--- config.mk ---
export PLATFORM = sky130hd
export DESIGN_NAME = ced_dispatch
export DESIGN_NICKNAME = d
export VERILOG_FILES = /design/src/verilog/ced_dispatch.v
export VERILOG_INCLUDE_DIRS = /design/src /design/src/verilog
export SDC_FILE = /design/constraint.sdc
export NUM_CORES = 1
export LEC_CHECK = 0
export BUFFER_PORTS_ARGS = -buffer_cell sky130_fd_sc_hd__clkbuf_2
export CAP_MARGIN = 20
export CORE_AREA = 2 2 189 191
export CTS_BUF_LIST = sky130_fd_sc_hd__clkbuf_8
export DETAILED_ROUTE_END_ITERATION = 10
export DIE_AREA = 0 0 191 193
export HOLD_SLACK_MARGIN = 0.06
export PLACE_DENSITY_LB_ADDON = 0.1
export SETUP_SLACK_MARGIN = 0.2
export SLEW_MARGIN = 20
export SYNTH_ARGS = -nofsm -noshare
export SYNTH_HDL_FRONTEND = slang
export SYNTH_SLANG_ARGS = --single-unit
--- constraint.sdc ---
create_clock -name aclk -period 7.65 [get_ports aclk]
set_input_delay 1.53 -clock aclk [delete_from_list [all_inputs] [get_ports aclk]]
set_output_delay 1.53 -clock aclk [all_outputs]
set_load 0.03 [all_outputs]
--- src/verilog/ced_regs.vh ---
`ifndef CED_REGS_VH
`define CED_REGS_VH
// axi register byte offsets
`define CED_ADDR_CTRL      4'h0
`define CED_ADDR_FLAGS     4'h4
`define CED_ADDR_PRIV      4'h8
`define CED_ADDR_STATUS    4'hc
// flags word bit positions
`define CED_FLAG_TRACE     8
`define CED_FLAG_IE        9
`define CED_FLAG_OVF       11
// privilege field positions in priv register
`define CED_PRIV_CUR_LO    0
`define CED_PRIV_IO_LO     2
// gate kinds
`define CED_GATE_TASK      2'h1
`define CED_GATE_INTR      2'h2
`define CED_GATE_TRAP      2'h3
// exception classes
`define CED_CLS_FAULT      2'h0
`define CED_CLS_TRAP       2'h1
`define CED_CLS_ABORT      2'h2
// vectors
`define CED_VEC_DIV        8'h00
`define CED_VEC_DBG        8'h01
`define CED_VEC_BRK        8'h03
`define CED_VEC_OVF        8'h04
`define CED_VEC_BND        8'h05
`define CED_VEC_UD         8'h06
`define CED_VEC_GP         8'h0d
// error code bits
`define CED_EC_EXT         0
`define CED_EC_IDT         1
`define CED_EC_TI          2
// breakpoint instruction length
`define CED_BRK_LEN        32'h00000001
// axi responses
`define CED_RESP_OKAY      2'h0
`define CED_RESP_SLVERR    2'h2
// reset value of flags word, reserved bit 1 set
`define CED_FLAGS_RST      32'h00000002
`endif
--- src/verilog/ced_dispatch.v ---
`include "ced_regs.vh"
module ced_dispatch (
    input  wire        aclk,
    input  wire        aresetn,
    // axi4-lite slave
    input  wire [3:0]  s_axi_awaddr,
    input  wire        s_axi_awvalid,
    output wire        s_axi_awready,
    input  wire [31:0] s_axi_wdata,
    input  wire [3:0]  s_axi_wstrb,
    input  wire        s_axi_wvalid,
    output wire        s_axi_wready,
    output reg  [1:0]  s_axi_bresp,
    output reg         s_axi_bvalid,
    input  wire        s_axi_bready,
    input  wire [3:0]  s_axi_araddr,
    input  wire        s_axi_arvalid,
    output wire        s_axi_arready,
    output reg  [31:0] s_axi_rdata,
    output reg  [1:0]  s_axi_rresp,
    output reg         s_axi_rvalid,
    input  wire        s_axi_rready,
    // condition reports from the execution unit, one-cycle pulses
    input  wire        exec_valid,
    input  wire        div_zero,
    input  wire        dbg_fault,
    input  wire        dbg_trap,
    input  wire        brk_exec,
    input  wire        ovf_exec,
    input  wire        bound_viol,
    input  wire        opcode_bad,
    input  wire        operand_bad,
    input  wire        lock_bad,
    input  wire        abort_req,
    input  wire        ext_irq,
    input  wire [7:0]  ext_vector,
    input  wire        ret_exec,
    input  wire [31:0] ret_flags,
    input  wire        xfer_taken,
    input  wire [31:0] cur_ip,
    input  wire [31:0] next_ip,
    input  wire [31:0] xfer_ip,
    input  wire [15:0] cur_cs,
    input  wire [15:0] xfer_cs,
    // descriptor lookup result for the vector being dispatched
    input  wire [1:0]  gate_kind,
    input  wire [1:0]  gate_dpl,
    input  wire [15:0] gate_selector,
    input  wire        ec_valid_in,
    input  wire        ec_ext_in,
    input  wire        ec_idt_in,
    input  wire        ec_ti_in,
    input  wire [12:0] ec_index_in,
    // dispatch outputs
    output reg         disp_valid,
    output reg  [7:0]  disp_vector,
    output reg  [1:0]  disp_class,
    output reg         disp_task_switch,
    output reg  [15:0] disp_tss_selector,
    output reg         disp_push_flags,
    output reg  [31:0] disp_saved_flags,
    output reg  [15:0] disp_ret_cs,
    output reg  [31:0] disp_ret_ip,
    output reg         disp_ret_valid,
    output reg         disp_push_ec,
    output reg  [31:0] disp_error_code,
    output reg  [1:0]  disp_stack_dpl,
    output reg  [31:0] flags_word
);
    // state kept by the dispatcher itself
    // flags_reg is the only architectural state here; everything
    // else is either a register-bus copy or a dispatch record
    // the record outputs hold until the next dispatch, so the
    // execution unit may read them any time after disp_valid
    // disp_valid itself stands for exactly one cycle
    // priv_reg packs current level in [1:0], io level in [3:2]
    // enable gates dispatch only, not the handler return path
    reg  [31:0] flags_reg;      // live flags word
    reg  [3:0]  priv_reg;       // current and io privilege
    reg         enable;         // dispatch enable from ctrl
    reg  [7:0]  last_vector;    // status shows last dispatched vector
    reg  [1:0]  last_class;
    reg  [7:0]  disp_count;     // dispatch counter for status
    wire [1:0]  cur_pl = priv_reg[`CED_PRIV_CUR_LO +: 2];
    wire [1:0]  io_pl  = priv_reg[`CED_PRIV_IO_LO +: 2];

    // register bus write side
    // address and data may arrive in either order; each is parked
    // in its own holding register until its partner shows up
    // ready drops while parked or while a response is pending,
    // so one write at most is ever in flight
    // the cost is two idle cycles between back-to-back writes,
    // which is harmless for a control port like this one
    // write channel: take address and data in either order
    reg        aw_held;
    reg        w_held;
    reg [3:0]  aw_addr;
    reg [31:0] w_data;
    reg [3:0]  w_strb;
    assign s_axi_awready = !aw_held && !s_axi_bvalid;
    assign s_axi_wready  = !w_held && !s_axi_bvalid;
    assign s_axi_arready = !s_axi_rvalid;
    wire       wr_go = aw_held && w_held;
    wire [31:0] wmask = {{8{w_strb[3]}}, {8{w_strb[2]}}, {8{w_strb[1]}}, {8{w_strb[0]}}};

    // condition classification
    // at most one event is taken per cycle; lower-priority reports
    // raised in the same cycle are dropped, and the execution unit
    // is expected to raise them again after the handler returns
    // debug traps from the previous instruction outrank everything
    // but an abort, then code breakpoints, then external events
    // execute-time conditions count only with exec_valid high,
    // which keeps a prefetched invalid opcode from faulting early
    // ev_ext marks events from outside the running program; it
    // feeds the error code and steers the return pointer
    // condition classification, priority by fault ordering
    reg        ev;
    reg [7:0]  ev_vec;
    reg [1:0]  ev_cls;
    reg        ev_ec;
    reg        ev_ext;
    always @* begin
        ev     = 1'b0;
        ev_vec = `CED_VEC_DIV;
        ev_cls = `CED_CLS_FAULT;
        ev_ec  = 1'b0;
        ev_ext = 1'b0;
        if (abort_req) begin
            // abort: vector from reporter, no restart point
            ev     = 1'b1;
            ev_vec = ext_vector;
            ev_cls = `CED_CLS_ABORT;
            ev_ec  = ec_valid_in;
        end else if (dbg_trap) begin
            ev     = 1'b1;
            ev_vec = `CED_VEC_DBG;
            ev_cls = `CED_CLS_TRAP;
        end else if (dbg_fault) begin
            ev     = 1'b1;
            ev_vec = `CED_VEC_DBG;
            ev_cls = `CED_CLS_FAULT;
        end else if (ext_irq) begin
            // external event, trap-like return to next
            ev     = 1'b1;
            ev_vec = ext_vector;
            ev_cls = `CED_CLS_TRAP;
            ev_ext = 1'b1;
            ev_ec  = ec_valid_in;
        end else if (exec_valid) begin
            // execute-time checks only; prefetch never reaches here
            if (opcode_bad || operand_bad || lock_bad) begin
                ev     = 1'b1;
                ev_vec = `CED_VEC_UD;
                ev_cls = `CED_CLS_FAULT;
            end else if (div_zero) begin
                ev     = 1'b1;
                ev_vec = `CED_VEC_DIV;
                ev_cls = `CED_CLS_FAULT;
            end else if (bound_viol) begin
                ev     = 1'b1;
                ev_vec = `CED_VEC_BND;
                ev_cls = `CED_CLS_FAULT;
            end else if (brk_exec) begin
                ev     = 1'b1;
                ev_vec = `CED_VEC_BRK;
                ev_cls = `CED_CLS_TRAP;
            end else if (ovf_exec && flags_reg[`CED_FLAG_OVF]) begin
                ev     = 1'b1;
                ev_vec = `CED_VEC_OVF;
                ev_cls = `CED_CLS_TRAP;
            end
        end
    end

    // privilege check
    // only interrupt and trap gates run a handler in the current
    // task, so only they are checked against the current level;
    // a task gate switches context instead and is never refused
    // a larger level number means less privilege
    // privilege check: handler less privileged than current
    wire gate_is_proc = (gate_kind == `CED_GATE_INTR) || (gate_kind == `CED_GATE_TRAP);
    wire priv_fail    = gate_is_proc && (gate_dpl > cur_pl);
    wire take         = ev && enable;

    // error code assembly
    // bit 0 external event, bit 1 vector-table reference,
    // bit 2 table select, bits 15:3 selector index
    // table select is meaningless once the vector-table bit is
    // set, so it is forced low then to keep the code canonical
    // the upper half always reads zero to keep stack alignment
    // error code: ext, idt, ti, index; upper half reserved zero
    wire [31:0] ec_word = {16'h0000, ec_index_in, ec_ti_in & ~ec_idt_in,
                           ec_idt_in, ec_ext_in | ev_ext};

    // gp error code names the faulting gate in the vector table
    wire [31:0] gp_code = {16'h0000, 5'h00, ev_vec, 1'b0, 1'b1, ev_ext};

    // return pointer selection
    // faults point back at the instruction so it can restart
    // traps point past it, or to where a transfer went
    // the breakpoint byte is one long, so its trap resumes at
    // cur_ip plus one whatever next_ip reports, when xfer_taken is low
    // aborts keep a pointer, but disp_ret_valid marks it unusable
    // return pointer chosen by class
    reg [31:0] ret_ip;
    reg [15:0] ret_cs;
    always @* begin
        ret_ip = cur_ip;
        ret_cs = cur_cs;
        if (ev_cls == `CED_CLS_TRAP) begin
            if (xfer_taken) begin
                ret_ip = xfer_ip;
                ret_cs = xfer_cs;
            end else if (ev_vec == `CED_VEC_BRK && !ev_ext) begin
                ret_ip = cur_ip + `CED_BRK_LEN;
            end else begin
                ret_ip = next_ip;
            end
        end
    end

    // main sequential process
    // one clock, synchronous reset; every register runs each edge
    // priority inside one cycle: dispatch, then handler return,
    // then a flags write from the register bus
    // a flags write that loses still gets an okay response; the
    // bus side cannot tell, which keeps the response path simple
    // a handler return in a dispatch cycle is lost as well, though
    // the new handler's entry clears only trace, and enable for an interrupt gate
    // dispatch register, flags update and register file
    always @(posedge aclk) begin
        if (!aresetn) begin
            flags_reg         <= `CED_FLAGS_RST;
            priv_reg          <= 4'h0;
            enable            <= 1'b1;
            last_vector       <= 8'h00;
            last_class        <= 2'h0;
            disp_count        <= 8'h00;
            disp_valid        <= 1'b0;
            disp_vector       <= 8'h00;
            disp_class        <= 2'h0;
            disp_task_switch  <= 1'b0;
            disp_tss_selector <= 16'h0000;
            disp_push_flags   <= 1'b0;
            disp_saved_flags  <= 32'h00000000;
            disp_ret_cs       <= 16'h0000;
            disp_ret_ip       <= 32'h00000000;
            disp_ret_valid    <= 1'b0;
            disp_push_ec      <= 1'b0;
            disp_error_code   <= 32'h00000000;
            disp_stack_dpl    <= 2'h0;
            aw_held           <= 1'b0;
            w_held            <= 1'b0;
            aw_addr           <= 4'h0;
            w_data            <= 32'h00000000;
            w_strb            <= 4'h0;
            s_axi_bvalid      <= 1'b0;
            s_axi_bresp       <= `CED_RESP_OKAY;
            s_axi_rvalid      <= 1'b0;
            s_axi_rresp       <= `CED_RESP_OKAY;
            s_axi_rdata       <= 32'h00000000;
        end else begin
            disp_valid <= take;
            if (take) begin
                disp_count      <= disp_count + 8'h01;
                disp_ret_cs     <= ret_cs;
                disp_ret_ip     <= ret_ip;
                disp_ret_valid  <= (ev_cls != `CED_CLS_ABORT);
                disp_saved_flags <= flags_reg; // saved before clearing
                disp_stack_dpl  <= gate_dpl;
                // a refused gate becomes a general-protection fault;
                // flags stay as they were and no task switch starts
                // so the faulting handler sees the original state
                if (priv_fail) begin
                    // dispatch general protection instead
                    disp_vector      <= `CED_VEC_GP;
                    disp_class       <= `CED_CLS_FAULT;
                    disp_task_switch <= 1'b0;
                    disp_push_flags  <= 1'b0;
                    disp_push_ec     <= 1'b1;
                    disp_error_code  <= gp_code;
                    last_vector      <= `CED_VEC_GP;
                    last_class       <= `CED_CLS_FAULT;
                end else begin
                    disp_vector      <= ev_vec;
                    disp_class       <= ev_cls;
                    last_vector      <= ev_vec;
                    last_class       <= ev_cls;
                    disp_push_ec     <= ev_ec;
                    disp_error_code  <= ev_ec ? ec_word : 32'h00000000;
                    disp_task_switch <= (gate_kind == `CED_GATE_TASK);
                    disp_tss_selector <= {gate_selector[15:3], 1'b0,
                                          gate_selector[1:0]};
                    disp_push_flags  <= gate_is_proc;
                    // flags are saved before they are cleared: the
                    // record takes flags_reg at this edge, while the
                    // cleared bits land in flags_reg at the same edge
                    if (gate_is_proc) begin
                        flags_reg[`CED_FLAG_TRACE] <= 1'b0;
                        if (gate_kind == `CED_GATE_INTR)
                            flags_reg[`CED_FLAG_IE] <= 1'b0;
                        // trap gate keeps interrupt enable
                    end
                end
            end else if (ret_exec) begin
                // handler return restores trace and overflow, and maybe enable
                flags_reg[`CED_FLAG_TRACE] <= ret_flags[`CED_FLAG_TRACE];
                flags_reg[`CED_FLAG_OVF]   <= ret_flags[`CED_FLAG_OVF];
                if (cur_pl <= io_pl)
                    flags_reg[`CED_FLAG_IE] <= ret_flags[`CED_FLAG_IE];
            end else if (wr_go && aw_addr == `CED_ADDR_FLAGS) begin
                flags_reg <= (flags_reg & ~wmask) | (w_data & wmask);
            end
            // register bus write acceptance
            // awvalid and wvalid are parked independently; the
            // response is raised the cycle after both are parked,
            // and the holding registers clear at that same edge
            // axi write
            if (s_axi_awvalid && s_axi_awready) begin
                aw_held <= 1'b1;
                aw_addr <= s_axi_awaddr;
            end
            if (s_axi_wvalid && s_axi_wready) begin
                w_held <= 1'b1;
                w_data <= s_axi_wdata;
                w_strb <= s_axi_wstrb;
            end
            if (wr_go) begin
                aw_held      <= 1'b0;
                w_held       <= 1'b0;
                s_axi_bvalid <= 1'b1;
                s_axi_bresp  <= `CED_RESP_OKAY;
                case (aw_addr)
                    `CED_ADDR_CTRL:  if (w_strb[0]) enable <= w_data[0];
                    `CED_ADDR_PRIV:  if (w_strb[0]) priv_reg <= w_data[3:0];
                    `CED_ADDR_FLAGS: ;
                    default:         s_axi_bresp <= `CED_RESP_SLVERR;
                endcase
            end else if (s_axi_bvalid && s_axi_bready) begin
                s_axi_bvalid <= 1'b0;
            end
            // register bus read
            // data is registered, so rvalid comes one cycle after
            // arvalid is taken; arready stays low until rready
            // drains the response, allowing one read in flight
            // axi read
            if (s_axi_arvalid && s_axi_arready) begin
                s_axi_rvalid <= 1'b1;
                s_axi_rresp  <= `CED_RESP_OKAY;
                case (s_axi_araddr)
                    `CED_ADDR_CTRL:   s_axi_rdata <= {31'h0, enable};
                    `CED_ADDR_FLAGS:  s_axi_rdata <= flags_reg;
                    `CED_ADDR_PRIV:   s_axi_rdata <= {28'h0, priv_reg};
                    `CED_ADDR_STATUS: s_axi_rdata <= {14'h0, last_class, disp_count,
                                                      last_vector};
                    default: begin
                        s_axi_rdata <= 32'h00000000;
                        s_axi_rresp <= `CED_RESP_SLVERR;
                    end
                endcase
            end else if (s_axi_rvalid && s_axi_rready) begin
                s_axi_rvalid <= 1'b0;
            end
        end
    end

    // live flags word
    // copied straight out so the core sees the cleared trace and
    // enable bits on the same edge that disp_valid rises
    // live flags visible to the core
    always @* begin
        flags_word = flags_reg;
    end
endmodule

==> metrics.md <==
| Metric | Value |
|---|---|
| Outcome | `finished, final reports clean` |
| CTS Hold Bufs | `0` |
| Synth warn | `0` |
| Number of global-route vias before repair | `10,960` |
| Achievable Freq | `approximately 0.23 GHz` |
| Dpl ws | `2729 ps` |
| Top FF cell, synth | `dfxtp_1` |
| DRT iter0 DRCs | `approximately 700` |
| Starting Density | `32.46%` |
| Clk root buf | `clkbuf_8` |
| Maximum vdd drop | `~110 µV` |
| CTS max path bufs | `3` |
| Yosys top cell by area | `dfxtp_1` |
| Post-synth top area share | `44.27%` |
| Max-Slew Margin vs Limit | `26.58%` |
| Tcrit/Tclk final | `a little under three fifths` |
| Cells after DPL | `2,190` |
| Most frequent cell after synthesis | `dfxtp_1` |
| CP max stage cell | `o211ai_4` |
| Synthesis-to-layout area growth | `29.39%` |
| CTS Buf Count | `45` |
| Worst-Margin Slew | `~1100 ps` |
| Flop2flop setup slack | `4390 ps` |
| #FFs+latches synth | `251` |
| Clock Sinks | `251` |
| CP max stage delay | `approximately 800 ps` |
| Endpoints failing setup | `0` |
| Util after Layout | `between 40 and 50%` |
| # port buffers | `438` |
| Placer congestion estimate | `0.8595` |
| Critical path fanouts, max | `57` |
| Synth area leaders | `dfxtp_1 44%, nand2_1 8.1%, a21oi_1 5.7%` |
| Clock slew at reported path FFs | `~60 ps` |
| All-Layer GR Usage | `23.16%` |
| Sequential cell area fraction in the yosys report | `44.27%` |
| Mux contribution to synthesized area | `~5.6%` |
| Max-Cap Viols | `0` |
| Worst hold path depth | `2` |
| Antenna violations before repair | `12` |
| Via-per-instance ratio | `5.080` |
| Antenna Nets Post-Route | `0` |
| Final Max Tran Viols | `0` |
| Rows | `69` |
| Final Hold Viols | `0` |
| Source of the worst hold timing path | `disp_tss_selector[4]$_SDFFE_PN0P_` |
| Post-Synth XOR/XNOR Area | `2.855%` |
| Hpwl dp | `32,310 µm` |
| Non-Filler Instances | `2,279` |
| Syn Area/Cell | `about 8.3 µm²` |
| Largest net degree at the start of global routing | `117` |
| # DRC | `0` |
| CP Launch Point | `ext_irq` |
| Setup ws final | `3372 ps` |
| Grt total ovfl | `0` |
| Post-Syn Area | `0.01135 mm²` |
| Synth Instances | `between 1,000 and 1,500` |
| Crit start category | `input port` |
| Post-CTS setup buffers | `0` |
| Worst hold slack | `451.8 ps` |
| Clock latency on the worst-skew pair | `580 ps` |
| First-pass GRT wire length | `65,690 µm` |
| Routed len/inst | `roughly 19 µm` |
| Die Area | `0.03686 mm²` |
| Worst reg2reg startpoint | `priv_reg[1]$_SDFFE_PN0P_` |
| Die Y | `193 µm` |
| Cell breakdown of the critical path | `clkbuf_2 -> or4_1 -> o211ai_4 -> buf_4 -> nand3_1 -> mux2i_1 -> nor2_1` |
| Final Critical Period | `between 4000 and 5000 ps` |
| Skew final | `~18 ps` |
| Setup_tns | `0 ps` |
| Pwr/cell area | `211.3 mW/mm²` |
| Distinct cells, synth | `74` |
| Ratio of cells with drive above 1 in the final layout | `30.37%` |
| Setup Crit Path Kind | `in2reg` |
| H-tree depth | `2` |
| Post-synth EDFFs | `0` |
| Total Nets Final | `between 2,000 and 2,500` |
| Post-synthesis compound-gate area fraction | `18.37%` |
| Total number of vias | `~12,000` |
| Largest family of logic cells by synthesized area | `simple AND/OR/NAND/NOR gates` |
| # IOs | `488` |
| Worst Path Arrival | `4710 ps` |
| RSZ-0062 raised after global routing | `no` |
| Required time worst endpoint | `8080 ps` |
| Core area | `0.03496 mm²` |
| Min-Delay Path Class | `reg2reg` |
| Synth cell count leaders | `251 x dfxtp_1, 244 x nand2_1, 156 x nor2_1` |
| CTS tree | `built` |
| Resize count post-CTS | `0` |
| CP endpoint kind | `flip-flop` |
| Synth Area in Simple Gates | `22.60%` |
| Worst Reg-to-Reg Cells | `10` |
| Async SR Flop Fraction | `0%` |
| Router iterations before antenna repair | `5` |
| Leakage | `0.006595 µW` |
| Final WL | `about 44,000 µm` |
| Adder-cell share of the synthesized area | `less than 1%` |
| Chip Width | `roughly 190 µm` |
metrics by stage:
step	power [µW]	instance area, µm²
floorplan	1705	11420
global placement	1880	13770
detailed placement	1885	13770
CTS	3148	14650
global route	3253	14680
finish	3104	14690
worst max-delay path, delay by kind of cell:
family | cells | cell delay [ps]
buf+inv | 2 | 870
compound gates | 1 | 790
mux | 1 | 270
simple gates | 3 | 1220
kinds of logic (layout without fill, tap and decap cells):
logic type               count (synthesis)  in the layout
AND/OR/NAND/NOR                        559            559
XOR/XNOR                                37             37
adder cells (fa/ha/maj)                  6              6
buffers and inverters                  135            551
multiplexers                            63             63
other                                    1             29
flip-flops                             251            251
AO/OA/AOI/OAI                          322            322
path summary, 6_finish.rpt:
path                                            end
setup reg to reg   disp_error_code[10]$_SDFFE_PN0N_
setup / recovery                          flip-flop
hold reg to reg   disp_tss_selector[4]$_SDFFE_PN0P_
hold / removal    disp_tss_selector[4]$_SDFFE_PN0P_
metal layers:
layer  GRT usage [%]  vias to the layer above  part of all wire (%)
li1                -                     5619                     -
met1           29.14                     5465                    43
met2           37.67                      417                    47
met3           6.353                       77                   7.7
met4           9.094                        0                   2.8
met5               0                        -                     0
cell usage in the layout (no fill, tap or decap), types with 10 or more instances in the layout:
cell type,synthesis,layout
dfxtp_1,251,251
mux2i_1,56,56
diode_2,0,10
buf_4,19,15
xor2_1,22,22
and2_1,16,16
o21ai_0,35,35
conb_1,1,19
nor2_1,156,155
a22oi_1,32,32
a21oi_1,130,130
nor3_1,15,15
nor4_1,16,16
xnor2_1,15,15
inv_1,18,35
nand2_1,244,244
clkbuf_2,0,438
a211oi_1,38,38
o22ai_1,13,13
clkbuf_8,0,56
nand3_1,39,39
nand4_1,15,15
power by group:
part           switching, µW  internal [µW]
Clock                    587            661
Combinational            306            152
Sequential              35.2           1360
Total                    928           2180
area by class of cell:
| class | instances | area [µm²] |
|---|---|---|
| antenna | 10 | 25.02 |
| clock buffer | 56 | 770.7 |
| clock inverter | 22 | 108.9 |
| fill | 3774 | 20280 |
| inverter | 19 | 76.32 |
| multi-input combinational | 1006 | 5787 |
| sequential | 251 | 5025 |
| tap | 461 | 576.8 |
| timing repair buffer | 454 | 2316 |
No activity file was read; power rests on OpenSTA's default activity.
